`src/atduc_pkg.sv`:
```
package atduc_pkg;
    // timing: system clock, internal sample clock, prescale timebase
    localparam int CLK_HZ = 100_000_000;
    localparam int INT_CLK_HZ = 1_000_000;
    localparam int PRESCALE_BASE_HZ = 2_000_000;
    localparam int DIV_INT_CLK = CLK_HZ / INT_CLK_HZ;
    localparam int DIV_PRESCALE = CLK_HZ / PRESCALE_BASE_HZ;
    localparam int DIV_W = 7;

    // i/o offsets from the board base address
    localparam logic [3:0] OFS_MODE_CTRL = 4'h1;
    localparam logic [3:0] OFS_IRQ_DMA_CTRL = 4'h2;
    localparam logic [3:0] OFS_DAC_BASE = 4'h4;
    localparam logic [3:0] OFS_CNT_BASE = 4'h8;

    // values after reset
    localparam logic [7:0] MODE_CTRL_RST = 8'h00;
    localparam logic [7:0] IRQ_DMA_RST = 8'h00;
    localparam logic [7:0] BYTE_RST = 8'h00;
    localparam logic [11:0] DAC_RST = 12'h000;
    localparam logic [15:0] CNT_LOAD_RST = 16'h0000;

    // widths and counts
    localparam int DAC_W = 12;
    localparam int CNT_W = 16;
    localparam int NUM_DAC = 2;
    localparam int NUM_CNT = 4;
    localparam int SYNC_W = 15;

    // counter slots
    localparam int CNT_INTERVAL = 0;
    localparam int CNT_SAMPLES = 1;
    localparam int CNT_DAC_UPD = 2;
    localparam int CNT_PRESCALE = 3;

    // trigger and dac mode control, bit 7 down to bit 0
    typedef struct packed {
        logic timed_update_dac_channel_1;
        logic timed_update_dac_channel_0;
        logic twos_comp_dac_channel_1;
        logic twos_comp_dac_channel_0;
        logic timebase_select;
        logic soft_trigger;
        logic ext_trigger_arm;
        logic pretrigger_mode;
    } atduc_mode_type;

    // interrupt and dma enables, bits 7 and 6 ignored
    typedef struct packed {
        logic [1:0] ignored;
        logic fifo_irq_en;
        logic error_irq_en;
        logic counter_irq_en;
        logic term_count_irq_en;
        logic dio_irq_en;
        logic dma_request_en;
    } atduc_irq_dma_type;

    // one completed host write
    typedef struct packed {
        logic [3:0] addr;
        logic [7:0] data;
    } atduc_wr_type;

    typedef enum logic [1:0] {
        ACQ_IDLE,
        ACQ_PRE,
        ACQ_RUN
    } atduc_acq_state_type;
endpackage
```
`src/atduc_counter.sv`:
```
`timescale 1ns/100ps
module atduc_counter (
    input wire logic ref_clk_i,                          // system clock
    input wire logic nrst_i,                             // async reset, active low
    input wire logic [atduc_pkg::CNT_W-1:0] load_i,      // reload value
    input wire logic run_i,                              // gate: low holds the load value
    input wire logic tick_i,                             // count enable pulse
    output logic tc_o                                    // one-cycle terminal count pulse
);
    logic [atduc_pkg::CNT_W-1:0] count;
    logic [atduc_pkg::CNT_W-1:0] next_count;
    logic next_tc;

    always_comb
    begin
        next_count = count;
        next_tc = 1'b0;
        if (!run_i)
        begin
            next_count = load_i;
        end
        else if (tick_i)
        begin
            if (count <= atduc_pkg::CNT_W'(1))
            begin
                next_tc = 1'b1;
                next_count = load_i;
            end
            else
            begin
                next_count = count - atduc_pkg::CNT_W'(1);
            end
        end
    end

    always_ff @(posedge ref_clk_i or negedge nrst_i)
    begin
        if (!nrst_i)
        begin
            count <= atduc_pkg::CNT_LOAD_RST;
            tc_o <= 1'b0;
        end
        else
        begin
            count <= next_count;
            tc_o <= next_tc;
        end
    end
endmodule

```
`src/atduc_ctrl.sv`:
```
`timescale 1ns/100ps
module atduc_ctrl (
    input wire logic ref_clk_i,                              // system clock, 100 MHz
    input wire logic nrst_i,                                 // async reset, active low
    input wire logic [3:0] io_addr_i,                        // i/o offset from base
    input wire logic [7:0] io_data_i,                        // i/o write data
    input wire logic io_wr_n_i,                              // i/o write strobe, active low
    input wire logic ext_trigger_pin_i,                      // external trigger pin
    input wire logic ext_dac_update_pin_i,                   // external dac update pin
    input wire logic fifo_data_avail_i,                      // conversion result waiting
    output logic [atduc_pkg::DAC_W-1:0] dac_channel_0_code_o,         // dac 0 converter code
    output logic [atduc_pkg::DAC_W-1:0] dac_channel_1_code_o,         // dac 1 converter code
    output logic convert_o,                                  // one-cycle sample strobe
    output logic acq_active_o,                               // acquisition in progress
    output logic cnt_irq_o,                                  // one-cycle counter interrupt
    output logic dma_req_o,                                  // dma request level
    output atduc_pkg::atduc_irq_dma_type irq_dma_ctrl_o      // enable register contents
);
    // input synchronisers
    logic [atduc_pkg::SYNC_W-1:0] sync_1;
    logic [atduc_pkg::SYNC_W-1:0] sync_2;
    logic wr_n_d;
    logic trig_d;
    logic upd_d;
    logic wr_done;
    logic trig_rise;
    logic upd_rise;
    atduc_pkg::atduc_wr_type wr;

    always_ff @(posedge ref_clk_i or negedge nrst_i)
    begin
        if (!nrst_i)
        begin
            sync_1 <= {atduc_pkg::SYNC_W{1'b1}};
            sync_2 <= {atduc_pkg::SYNC_W{1'b1}};
            wr_n_d <= 1'b1;
            trig_d <= 1'b1;
            upd_d <= 1'b1;
        end
        else
        begin
            sync_1 <= {io_wr_n_i, ext_trigger_pin_i, ext_dac_update_pin_i, io_addr_i, io_data_i};
            sync_2 <= sync_1;
            wr_n_d <= sync_2[14];
            trig_d <= sync_2[13];
            upd_d <= sync_2[12];
        end
    end

    // a write takes effect at the end of the strobe
    assign wr_done = sync_2[14] && !wr_n_d;
    assign trig_rise = sync_2[13] && !trig_d;
    assign upd_rise = sync_2[12] && !upd_d;
    assign wr = sync_2[11:0];

    // 1 MHz and 2 MHz enable dividers
    logic [atduc_pkg::DIV_W-1:0] div_int;
    logic [atduc_pkg::DIV_W-1:0] div_pre;
    logic [atduc_pkg::DIV_W-1:0] next_div_int;
    logic [atduc_pkg::DIV_W-1:0] next_div_pre;
    logic tick_1m;
    logic tick_2m;

    always_comb
    begin
        tick_1m = (div_int == atduc_pkg::DIV_W'(atduc_pkg::DIV_INT_CLK - 1));
        tick_2m = (div_pre == atduc_pkg::DIV_W'(atduc_pkg::DIV_PRESCALE - 1));
        next_div_int = tick_1m ? '0 : div_int + atduc_pkg::DIV_W'(1);
        next_div_pre = tick_2m ? '0 : div_pre + atduc_pkg::DIV_W'(1);
    end

    always_ff @(posedge ref_clk_i or negedge nrst_i)
    begin
        if (!nrst_i)
        begin
            div_int <= '0;
            div_pre <= '0;
        end
        else
        begin
            div_int <= next_div_int;
            div_pre <= next_div_pre;
        end
    end

    // register file, write-only: there is no read path at all
    atduc_pkg::atduc_mode_type mode;
    atduc_pkg::atduc_mode_type next_mode;
    atduc_pkg::atduc_irq_dma_type irq_dma;
    atduc_pkg::atduc_irq_dma_type next_irq_dma;
    logic [7:0] dac_lo [atduc_pkg::NUM_DAC];
    logic [7:0] next_dac_lo [atduc_pkg::NUM_DAC];
    logic [atduc_pkg::DAC_W-1:0] dac_data [atduc_pkg::NUM_DAC];
    logic [atduc_pkg::DAC_W-1:0] next_dac_data [atduc_pkg::NUM_DAC];
    logic [atduc_pkg::CNT_W-1:0] cnt_load [atduc_pkg::NUM_CNT];
    logic [atduc_pkg::CNT_W-1:0] next_cnt_load [atduc_pkg::NUM_CNT];
    logic [atduc_pkg::NUM_DAC-1:0] dac_load;
    logic [atduc_pkg::NUM_DAC-1:0] next_dac_load;
    logic soft_start;
    logic next_soft_start;

    function automatic logic hit(input logic [3:0] addr, input logic [3:0] ofs);
        hit = (addr == ofs);
    endfunction

    always_comb
    begin
        next_mode = mode;
        next_irq_dma = irq_dma;
        next_dac_lo = dac_lo;
        next_dac_data = dac_data;
        next_cnt_load = cnt_load;
        next_dac_load = '0;
        next_soft_start = 1'b0;
        if (wr_done)
        begin
            if (hit(wr.addr, atduc_pkg::OFS_MODE_CTRL))
            begin
                next_mode = wr.data;
                next_soft_start = wr.data[2];
            end
            if (hit(wr.addr, atduc_pkg::OFS_IRQ_DMA_CTRL))
            begin
                next_irq_dma = {2'b00, wr.data[5:0]};
            end
            for (int i = 0; i < atduc_pkg::NUM_DAC; i++)
            begin
                if (hit(wr.addr, atduc_pkg::OFS_DAC_BASE + 4'(2 * i)))
                begin
                    next_dac_lo[i] = wr.data;
                end
                if (hit(wr.addr, atduc_pkg::OFS_DAC_BASE + 4'(2 * i + 1)))
                begin
                    next_dac_data[i] = {wr.data[3:0], dac_lo[i]};
                    next_dac_load[i] = 1'b1;
                end
            end
            for (int k = 0; k < atduc_pkg::NUM_CNT; k++)
            begin
                if (hit(wr.addr, atduc_pkg::OFS_CNT_BASE + 4'(2 * k)))
                begin
                    next_cnt_load[k][7:0] = wr.data;
                end
                if (hit(wr.addr, atduc_pkg::OFS_CNT_BASE + 4'(2 * k + 1)))
                begin
                    next_cnt_load[k][15:8] = wr.data;
                end
            end
        end
    end

    always_ff @(posedge ref_clk_i or negedge nrst_i)
    begin
        if (!nrst_i)
        begin
            mode <= atduc_pkg::MODE_CTRL_RST;
            irq_dma <= atduc_pkg::IRQ_DMA_RST;
            dac_lo <= '{default: atduc_pkg::BYTE_RST};
            dac_data <= '{default: atduc_pkg::DAC_RST};
            cnt_load <= '{default: atduc_pkg::CNT_LOAD_RST};
            dac_load <= '0;
            soft_start <= 1'b0;
        end
        else
        begin
            mode <= next_mode;
            irq_dma <= next_irq_dma;
            dac_lo <= next_dac_lo;
            dac_data <= next_dac_data;
            cnt_load <= next_cnt_load;
            dac_load <= next_dac_load;
            soft_start <= next_soft_start;
        end
    end

    // counters: interval, sample count, dac update, prescale
    logic [atduc_pkg::NUM_CNT-1:0] cnt_run;
    logic [atduc_pkg::NUM_CNT-1:0] cnt_tick;
    logic [atduc_pkg::NUM_CNT-1:0] cnt_tc;
    atduc_pkg::atduc_acq_state_type acq_state;
    atduc_pkg::atduc_acq_state_type next_acq_state;

    always_comb
    begin
        cnt_run[atduc_pkg::CNT_INTERVAL] = (acq_state != atduc_pkg::ACQ_IDLE);
        cnt_tick[atduc_pkg::CNT_INTERVAL] = mode.timebase_select ?
            cnt_tc[atduc_pkg::CNT_PRESCALE] : tick_1m;
        cnt_run[atduc_pkg::CNT_SAMPLES] = (acq_state == atduc_pkg::ACQ_RUN);
        cnt_tick[atduc_pkg::CNT_SAMPLES] = cnt_tc[atduc_pkg::CNT_INTERVAL];
        cnt_run[atduc_pkg::CNT_DAC_UPD] = 1'b1;
        cnt_tick[atduc_pkg::CNT_DAC_UPD] = tick_1m;
        cnt_run[atduc_pkg::CNT_PRESCALE] = 1'b1;
        cnt_tick[atduc_pkg::CNT_PRESCALE] = tick_2m;
    end

    generate
        for (genvar g = 0; g < atduc_pkg::NUM_CNT; g++)
        begin : g_cnt
            atduc_counter u_cnt (
                .ref_clk_i(ref_clk_i),
                .nrst_i(nrst_i),
                .load_i(cnt_load[g]),
                .run_i(cnt_run[g]),
                .tick_i(cnt_tick[g]),
                .tc_o(cnt_tc[g])
            );
        end
    endgenerate

    // acquisition sequencer
    logic programmed;

    always_comb
    begin
        programmed = (cnt_load[atduc_pkg::CNT_INTERVAL] != atduc_pkg::CNT_LOAD_RST);
        next_acq_state = acq_state;
        case (acq_state)
            atduc_pkg::ACQ_IDLE:
            begin
                if (soft_start && programmed)
                begin
                    next_acq_state = mode.pretrigger_mode ?
                        atduc_pkg::ACQ_PRE : atduc_pkg::ACQ_RUN;
                end
                else if (mode.ext_trigger_arm && trig_rise && programmed)
                begin
                    next_acq_state = atduc_pkg::ACQ_RUN;
                end
            end
            atduc_pkg::ACQ_PRE:
            begin
                if (!mode.soft_trigger)
                begin
                    next_acq_state = atduc_pkg::ACQ_IDLE;
                end
                else if (trig_rise)
                begin
                    next_acq_state = atduc_pkg::ACQ_RUN;
                end
            end
            atduc_pkg::ACQ_RUN:
            begin
                if (cnt_tc[atduc_pkg::CNT_SAMPLES])
                begin
                    next_acq_state = atduc_pkg::ACQ_IDLE;
                end
                else if (!mode.soft_trigger && !mode.ext_trigger_arm)
                begin
                    next_acq_state = atduc_pkg::ACQ_IDLE;
                end
            end
            default:
            begin
                next_acq_state = atduc_pkg::ACQ_IDLE;
            end
        endcase
    end

    always_ff @(posedge ref_clk_i or negedge nrst_i)
    begin
        if (!nrst_i)
        begin
            acq_state <= atduc_pkg::ACQ_IDLE;
        end
        else
        begin
            acq_state <= next_acq_state;
        end
    end

    // dac output latches and output registers
    logic upd_evt;
    logic [atduc_pkg::NUM_DAC-1:0] timed;
    logic [atduc_pkg::NUM_DAC-1:0] twos;
    logic [atduc_pkg::DAC_W-1:0] dac_hold [atduc_pkg::NUM_DAC];
    logic [atduc_pkg::DAC_W-1:0] next_dac_hold [atduc_pkg::NUM_DAC];
    logic [atduc_pkg::DAC_W-1:0] next_code [atduc_pkg::NUM_DAC];

    always_comb
    begin
        upd_evt = cnt_tc[atduc_pkg::CNT_DAC_UPD] || upd_rise;
        timed = {mode.timed_update_dac_channel_1, mode.timed_update_dac_channel_0};
        twos = {mode.twos_comp_dac_channel_1, mode.twos_comp_dac_channel_0};
        for (int i = 0; i < atduc_pkg::NUM_DAC; i++)
        begin
            next_dac_hold[i] = dac_hold[i];
            if (timed[i] && upd_evt)
            begin
                next_dac_hold[i] = dac_data[i];
            end
            else if (!timed[i] && dac_load[i])
            begin
                next_dac_hold[i] = dac_data[i];
            end
            // two's complement becomes offset binary by flipping the sign bit
            next_code[i] = {dac_hold[i][11] ^ twos[i], dac_hold[i][10:0]};
        end
    end

    always_ff @(posedge ref_clk_i or negedge nrst_i)
    begin
        if (!nrst_i)
        begin
            dac_hold <= '{default: atduc_pkg::DAC_RST};
            dac_channel_0_code_o <= atduc_pkg::DAC_RST;
            dac_channel_1_code_o <= atduc_pkg::DAC_RST;
            convert_o <= 1'b0;
            acq_active_o <= 1'b0;
            cnt_irq_o <= 1'b0;
            dma_req_o <= 1'b0;
            irq_dma_ctrl_o <= atduc_pkg::IRQ_DMA_RST;
        end
        else
        begin
            dac_hold <= next_dac_hold;
            dac_channel_0_code_o <= next_code[0];
            dac_channel_1_code_o <= next_code[1];
            convert_o <= cnt_tc[atduc_pkg::CNT_INTERVAL];
            acq_active_o <= (acq_state != atduc_pkg::ACQ_IDLE);
            cnt_irq_o <= irq_dma.counter_irq_en && upd_evt;
            dma_req_o <= irq_dma.dma_request_en && fifo_data_avail_i;
            irq_dma_ctrl_o <= irq_dma;
        end
    end
endmodule

```
`config.mk`:
```
export PLATFORM = sky130hd
export DESIGN_NAME = atduc_ctrl
export DESIGN_NICKNAME = d
export VERILOG_FILES = /design/src/atduc_pkg.sv /design/src/atduc_counter.sv /design/src/atduc_ctrl.sv
export SDC_FILE = /design/constraint.sdc
export NUM_CORES = 1
export LEC_CHECK = 0
export BUFFER_PORTS_ARGS = -buffer_cell sky130_fd_sc_hd__buf_2
export CORE_UTILIZATION = 35
export DETAILED_ROUTE_END_ITERATION = 8
export SLEW_MARGIN = 5
export SYNTH_ARGS = -nofsm -noshare
export SYNTH_HDL_FRONTEND = slang
export SYNTH_SLANG_ARGS = --single-unit
```
`constraint.sdc`:
```
create_clock -name ref_clk_i -period 2.4 [get_ports ref_clk_i]
set_clock_uncertainty 0.2 [all_clocks]
set_input_delay 0 -clock ref_clk_i [delete_from_list [all_inputs] [get_ports ref_clk_i]]
set_output_delay 0 -clock ref_clk_i [all_outputs]
set_load 0.02 [all_outputs]
```
==> results of run 1 <==
## report_power, final
| group | internal [mW] | switching, mW |
|---|---|---|
| logic | 1.42 | 1.44 |
| registers | 5.90 | 0.542 |
| clock network | 3.28 | 2.05 |
| total | 10.6 | 4.03 |
## worst paths after layout
path,slack (ns),end,start,cells past startpoint
worst max-delay path,-0.1,g_cnt[0].u_cnt.count[5]$_DFFE_PN0P_,g_cnt[0].u_cnt.count[6]$_DFFE_PN0P_,6
worst min-delay path,0.07,dma_req_o$_DFF_PN0_,fifo_data_avail_i,3
worst min register to register,0.15,sync_2[4]$_DFF_PN1_,sync_1[4]$_DFF_PN1_,0
max in group asynchronous,1.06,dac_data[18]$_DFFE_PN0P_,nrst_i,4
worst max register to register,-0.1,g_cnt[0].u_cnt.count[5]$_DFFE_PN0P_,g_cnt[0].u_cnt.count[6]$_DFFE_PN0P_,6
min in group asynchronous,0.47,sync_1[13]$_DFF_PN1_,nrst_i,3
## per-stage QoR
step	power (mW)	util [%]	hold WS, ns	cells
5_1_grt	15.4	44.2	0.0772	1630
3_3_place_gp	9.12	39.3	-0.219	1529
3_5_place_dp	9.20	39.3	-0.217	1529
4_1_cts	14.7	43.9	0.0321	1627
2_1_floorplan	8.14	-	-0.496	989
6_report	14.6	44.2	0.0691	1630
## sequential cells by signal, indices dropped and copies added, names as in the netlist, 2 cells and up
signal / cells
div_int: 7
dac_load: 2
dac_lo: 16
sync_2: 15
cnt_load: 64
irq_dma: 6
g_cnt.u_cnt.count: 64
dac_channel_0_code_o: 12
acq_state: 2
dac_data: 24
dac_hold: 24
g_cnt.u_cnt.tc_o: 4
div_pre: 7
dac_channel_1_code_o: 12
sync_1: 15
irq_dma_ctrl_o: 6
mode: 8
## layer usage
metal | vias to the layer above | part of all wire (%) | wire, um
met5 | - | 0 | 0
li1 | 3918 | - | -
met1 | 4200 | 49 | 13000
met2 | 141 | 46 | 12300
met4 | 0 | 2.3 | 619
met3 | 51 | 3.1 | 842
## cell families (layout without fill, tap and decap cells)
group                      Yosys count  after routing  share of synthesized area, %
xor gates and xnor gates            10             10                         0.713
AOI/OAI and AO/OA                  166            166                          9.31
buffers and inverters               82            268                          2.69
muxes                              156            156                          14.2
adders and majority gates           11             11                          1.12
DFF                                296            296                          60.6
other                                1              2                        0.0305
and+or+nand+nor                    266            266                          11.3
## cell usage in the layout (no fill, tap or decap), drive strengths merged, types with 5 or more instances in the layout
master / n
clkbuf: 46
dlygate4sd3: 33
or2: 6
or4: 8
nand3: 38
nand2b: 8
nor2: 45
and3: 13
xnor2: 5
xor2: 5
nor4: 24
or3: 20
a21oi: 22
inv: 41
clkinv: 8
ha: 11
mux2: 144
nor2b: 8
mux2i: 12
o31ai: 5
buf: 135
o41ai: 6
o21ai: 49
dfrtp: 263
nor3: 28
o2bb2ai: 10
o22ai: 5
a22oi: 21
o22a: 6
a2bb2oi: 6
dfstp: 33
o211ai: 6
nand2: 56
## critical path, cell delays in order, from the launching register on
cell and delay, ns:
dfrtp_1 0.37, or4_4 0.55, or3_4 0.41, o31ai_4 0.23, buf_6 0.18, o21ai_1 0.08, a221o_1 0.35
## timing repair
action,in CTS,in global routing
pin swaps,2,7
buffers inserted,2,3
endpoints found under the setup margin,18,30
endpoints found under the hold margin,304,0
hold buffers,34,0
cloned,0,1
gates resized for setup,4,21
## area by class of cell
cell class | instances | area [um2] | share of cell area (%)
repair buffers | 168 | 1320 | 8.67
flip-flops and latches | 296 | 7450 | 48.8
clock buffers | 46 | 966 | 6.33
multi-input cells | 611 | 4610 | 30.2
clock inverters | 16 | 205 | 1.34
inverters | 38 | 143 | 0.934
well taps | 455 | 569 | 3.73
==> metrics.yaml, run 1 <==
job:
  max_cap_viol_count: 0
timing:
  fmax_mhz: 400
  period_needed_ns: 2.50
  finalHoldViolCount: 0
  setup_viol: 8
  final.setup.worst_slack_ns: -0.0981
  rsz0062_at_grt: "true"
  fin_setup_tns_ns: -0.416
  tightest_slew_ns: 0.541
  relSlewSlack_pct: 63.9
  slew_viol_final: 0
  fin_crit_sh_pct: 104
route:
  wl_per_cell_um: 16.4
  drc_errors: 0
  postRouteAntennaNets: 0
  via_per_inst: 5.10
  drt_iter0_drc: 496
  num_vias: 8310
  drtPass1Iterations: 4
  totalWireLength_mm: 26.7
grt:
  grt_max_degree: 86
  antenna_found_initial: 2
  track_usage_pct: 15.3
  use_met1_pct: 21.7
  grt_pass1_vias: 8250
  met2_usage_pct: 24.0
  busiest_layer: "met2"
  globalRoute.totalOverflow: 0
  grt_use_met3_pct: 2.13
  grt_pass1_wl_mm: 43.7
min_path:
  worstHoldPathType: "in -> reg"
floorplanning:
  start_util_pct: 35.6
  dieHeight_um: 189
  coreArea_mm2: 0.0345
  fp-row-count: 68
  die-width_um: 189
  die_area_mm2: 0.0358
  io_pins: 54
cts:
  cts.clk_slew.worst_paths_ns: 0.06
  cts.path.max_buffers: 3
  clock-sinks: 296
  htree_levels: 2
  clock_latency_ns: 0.53
  cts_tree: "built"
  cts_made_buffers: 34
  root_buffer: "clkbuf_16"
layout:
  stdcell_area_mm2: 0.0153
  diodes: 0
  synthToLayoutAreaGrowth_pct: 24.3
  layout-drive-gt1-share_pct: 32.6
  fin_nets: 1178
  n_fill_cell: 3232
pwr:
  p_leak_nw: 7.06
  ir_drop_v: 0.000621
  power_density_mw_per_mm2: 958
logic_synthesis:
  ys_seq_area_share_pct: 60.6
  synth_area_leaders: "dfrtp_1, mux2_2, dfstp_2"
  synth_most_common_cell: "dfrtp_1"
  yosys.area.top_type_share_pct: 53.6
  yosysTopAreaCell: "dfrtp_1"
  synth_edf_count: 0
  synth_flop_cell: "dfrtp_1"
  syn-mean-instance-area_um2: 12.4
  synth_warnings: 0
  synth_cells: 988
  synth_area_mm2: 0.0123
  ys_types: 66
  ys_top_cells_by_count: "dfrtp_1, mux2_2, nand2_1"
  synth.ff_latch_count: 296
  synthArstFlopShare_pct: 100
setup_path:
  endpoint_kind: "register"
  path_class: "reg -> reg"
  start_kind: "register"
  worst_ep_arrival_time_ns: 2.69
  required_ns: 2.59
  critPathMaxFanout: 5
run_status:
  violations: "setup timing"
  status: "complete, but fails checks"
placed_design:
  globalplace.congestion: 0.850
  place_area_mm2: 0.0136
  dpl.hpwl_mm: 16.9
  port_buffers: 51
  dpl_worst_slack_ns: -0.0953
Power figures use the tool's default switching activity.
==> inputs of run 2 (changes only) <==
--- a/config.mk
+++ b/config.mk
@@ -8,6 +8,7 @@
 export BUFFER_PORTS_ARGS = -buffer_cell sky130_fd_sc_hd__buf_2
 export CORE_UTILIZATION = 35
 export DETAILED_ROUTE_END_ITERATION = 8
+export HOLD_SLACK_MARGIN = 0.02
 export SLEW_MARGIN = 5
 export SYNTH_ARGS = -nofsm -noshare
 export SYNTH_HDL_FRONTEND = slang
==> constraint.sdc (replaced) <==
create_clock -name ref_clk_i -period 2.8 [get_ports ref_clk_i]
set_clock_uncertainty 0.2 [all_clocks]
set_input_delay 0 -clock ref_clk_i [delete_from_list [all_inputs] [get_ports ref_clk_i]]
set_output_delay 0 -clock ref_clk_i [all_outputs]
set_load 0.02 [all_outputs]
==> run 2 against run 1 <==
  * The flow now finishes without violations
  * Core utilization fell by 1.7 points
  * Global-route usage fell by 0.26 points
  * Clock power shrank 22%
  * Combinational power decreased by 30%
  * First-iteration DRC count grew 8.9%
  * Die area unchanged
  * Cell area decreased by 3.8%
  * Flip-flop and latch count stayed put
  * Worst setup slack improved by 0.26 ns
==> metrics.yaml, run 2 (synthesis results as in run 1) <==
run_status:
  status: "completed"
timing:
  rsz0062_at_grt: "false"
  period_needed_ns: 2.64  # +0.143 ns
  finalHoldViolCount: 0  # unchanged
  tightest_slew_ns: 0.721  # +0.179 ns
  fin_crit_sh_pct: 94.3  # -9.8 points
  setup_viol: 0  # -8
  relSlewSlack_pct: 52.0  # -12 points
  fin_setup_tns_ns: 0  # +0.416 ns
  fmax_mhz: 379  # -5.4%
  slew_viol_final: 0  # unchanged
placed_design:
  globalplace.congestion: 0.785  # -7.6%
  dp.cells: 1488  # -2.7%
  dpl.hpwl_mm: 16.5  # -2.4%
  place_area_mm2: 0.0133  # -2.4%
  port_buffers: 51  # unchanged
setup_path:
  rr_startpoint: "g_cnt[0].u_cnt.count[7]$_DFFE_PN0P_"
  startpoint: "g_cnt[0].u_cnt.count[7]$_DFFE_PN0P_"
  worst_ep_arrival_time_ns: 2.87  # +0.18 ns
  required_ns: 3.03  # +0.44 ns
  path_class: "reg -> reg"
  rr_worst_depth: 5  # -1
  critPathMaxFanout: 7  # +2
  start_kind: "register"
  endpoint_kind: "register"
  r2r_slack_ns: 0.16  # +0.26 ns
  r2r-end: "g_cnt[0].u_cnt.count[4]$_DFFE_PN0P_"
floorplanning:
  die_area_mm2: 0.0358  # unchanged
  coreArea_mm2: 0.0345  # unchanged
  io_pins: 54  # unchanged
  dieHeight_um: 189  # unchanged
  start_util_pct: 35.6  # unchanged
  die-width_um: 189  # unchanged
  fp-row-count: 68  # unchanged
layout:
  diodes: 0  # unchanged
  final_util_pct: 42.5  # -1.7 points
  layout_common_cells: "dfrtp_1, mux2_2, nand2_1, buf_2, nor2_1"
  layout-drive-gt1-share_pct: 28.0  # -4.5 points
  fin_nets: 1129  # -4.2%
  layout_commonest_cell: "dfrtp_1"
  multi_input_area_mm2: 0.00451  # -2.1%
  register_area_mm2: 0.00745  # unchanged
  n_fill_cell: 3252  # +0.62%
  stdcell_area_mm2: 0.0147  # -3.8%
  reg_top3: "cnt_load: 64 flops, g_cnt.u_cnt.count: 64 flops"
  instances_no_fill: 1578  # -3.2%
  synthToLayoutAreaGrowth_pct: 19.5
cts:
  cts.path.max_buffers: 3  # unchanged
  cts_tree: "built"
  root_buffer: "clkbuf_16"
  cts.clk_slew.worst_paths_ns: 0.06  # about the same
  post_cts_resized: 0  # -4
  clock_latency_ns: 0.55  # +0.02 ns
  cts_made_buffers: 30  # -12%
  htree_levels: 1  # -1
  clock-sinks: 296  # unchanged
grt:
  grt_pass1_wl_mm: 43.5  # -0.51%
  grt_pass1_vias: 8242  # -0.097%
  globalRoute.totalOverflow: 0  # unchanged
  antenna_found_initial: 0  # -2
  grt_max_degree: 59  # -31%
  track_usage_pct: 15.0  # -0.26 points
route:
  drt_iter0_drc: 540  # +8.9%
  num_vias: 8042  # -3.2%
  via_per_inst: 5.10  # about the same
  drtPass1Iterations: 4  # unchanged
  totalWireLength_mm: 26.1  # -2.5%
  postRouteAntennaNets: 0  # unchanged
  wl_per_cell_um: 16.5  # +0.67%
  drc_errors: 0  # unchanged
min_path:
  hp-start: "sync_1[13]$_DFF_PN1_"
  worstHoldPathType: "reg -> reg"
  worstHoldPathCells: 0  # -3
  hold_end: "sync_2[13]$_DFF_PN1_"
pwr:
  p_leak_nw: 6.74  # -4.6%
  ir_drop_v: 0.000487  # -22%
  power_density_mw_per_mm2: 802  # -16%
job:
  max_cap_viol_count: 0  # unchanged
## run 2: cell types whose count changed in the layout (fill, tap and decap cells not counted), moves of 3 or more
cell,previous run,this run
buf_4,74,33
buf_6,4,0
clkbuf_1,5,2
clkbuf_16,34,31
clkbuf_8,7,3
clkinv_4,0,3
clkinvlp_4,1,4
or4_1,4,7
or4_4,4,1
## run 2: per-stage QoR
step,setup WS [ns],total power [mW],hold slack (ns)
5_1_grt,0.0193,12.4,0.152
2_1_floorplan,0.321,6.97,-0.496
6_report,0.159,11.8,0.154
4_1_cts,0.151,11.9,0.156
3_3_place_gp,0.194,7.59,-0.142
3_5_place_dp,0.169,7.66,-0.139
## run 2: power breakdown
group / switching [mW] / internal (mW)
Sequential: 0.547 / 5.06
Combinational: 1.05 / 0.954
Clock: 1.69 / 2.48
## run 2: worst max path at each step
stage,end,slack [ns],cells after the start
global route,g_cnt[2].u_cnt.count[11]$_DFFE_PN0N_,0.02,8
CTS,g_cnt[0].u_cnt.count[4]$_DFFE_PN0P_,0.15,5
detailed placement,g_cnt[0].u_cnt.count[6]$_DFFE_PN0P_,0.17,5
global placement,g_cnt[0].u_cnt.count[13]$_DFFE_PN0P_,0.19,5
floorplan,g_cnt[0].u_cnt.count[5]$_DFFE_PN0P_,0.32,6
finish,g_cnt[0].u_cnt.count[4]$_DFFE_PN0P_,0.16,5
## run 2: area by class of cell
class,count,area share [%]
tap,455,3.88
inverter,38,0.971
clock inverter,19,1.53
multi-input combinational,611,30.7
clock buffer,36,5.62
timing repair buffer,123,6.54
sequential,296,50.7
## run 2: layer usage
metal	global-route usage, %	wire length [um]	part of all wire (%)	vias to the layer above
met4	4.13	586	2.2	0
met1	21.3	12400	48	4045
met5	0	0	0	-
li1	-	-	-	3814
met3	2.56	1260	4.8	42
met2	23.5	11800	45	141
## run 2: timing repair
| item | in CTS | in global routing |
|---|---|---|
| hold buffers | 35 | 0 |
| buffers inserted | 0 | 0 |
| endpoints found under the hold margin | 302 | 0 |
## run 2: worst max-delay path: stages, from the launching register on
cell     delay, ns
dfrtp_1       0.40
or4_1         0.61
or3_4         0.39
o31a_1        0.40
mux2_1        0.34
o22a_1        0.20
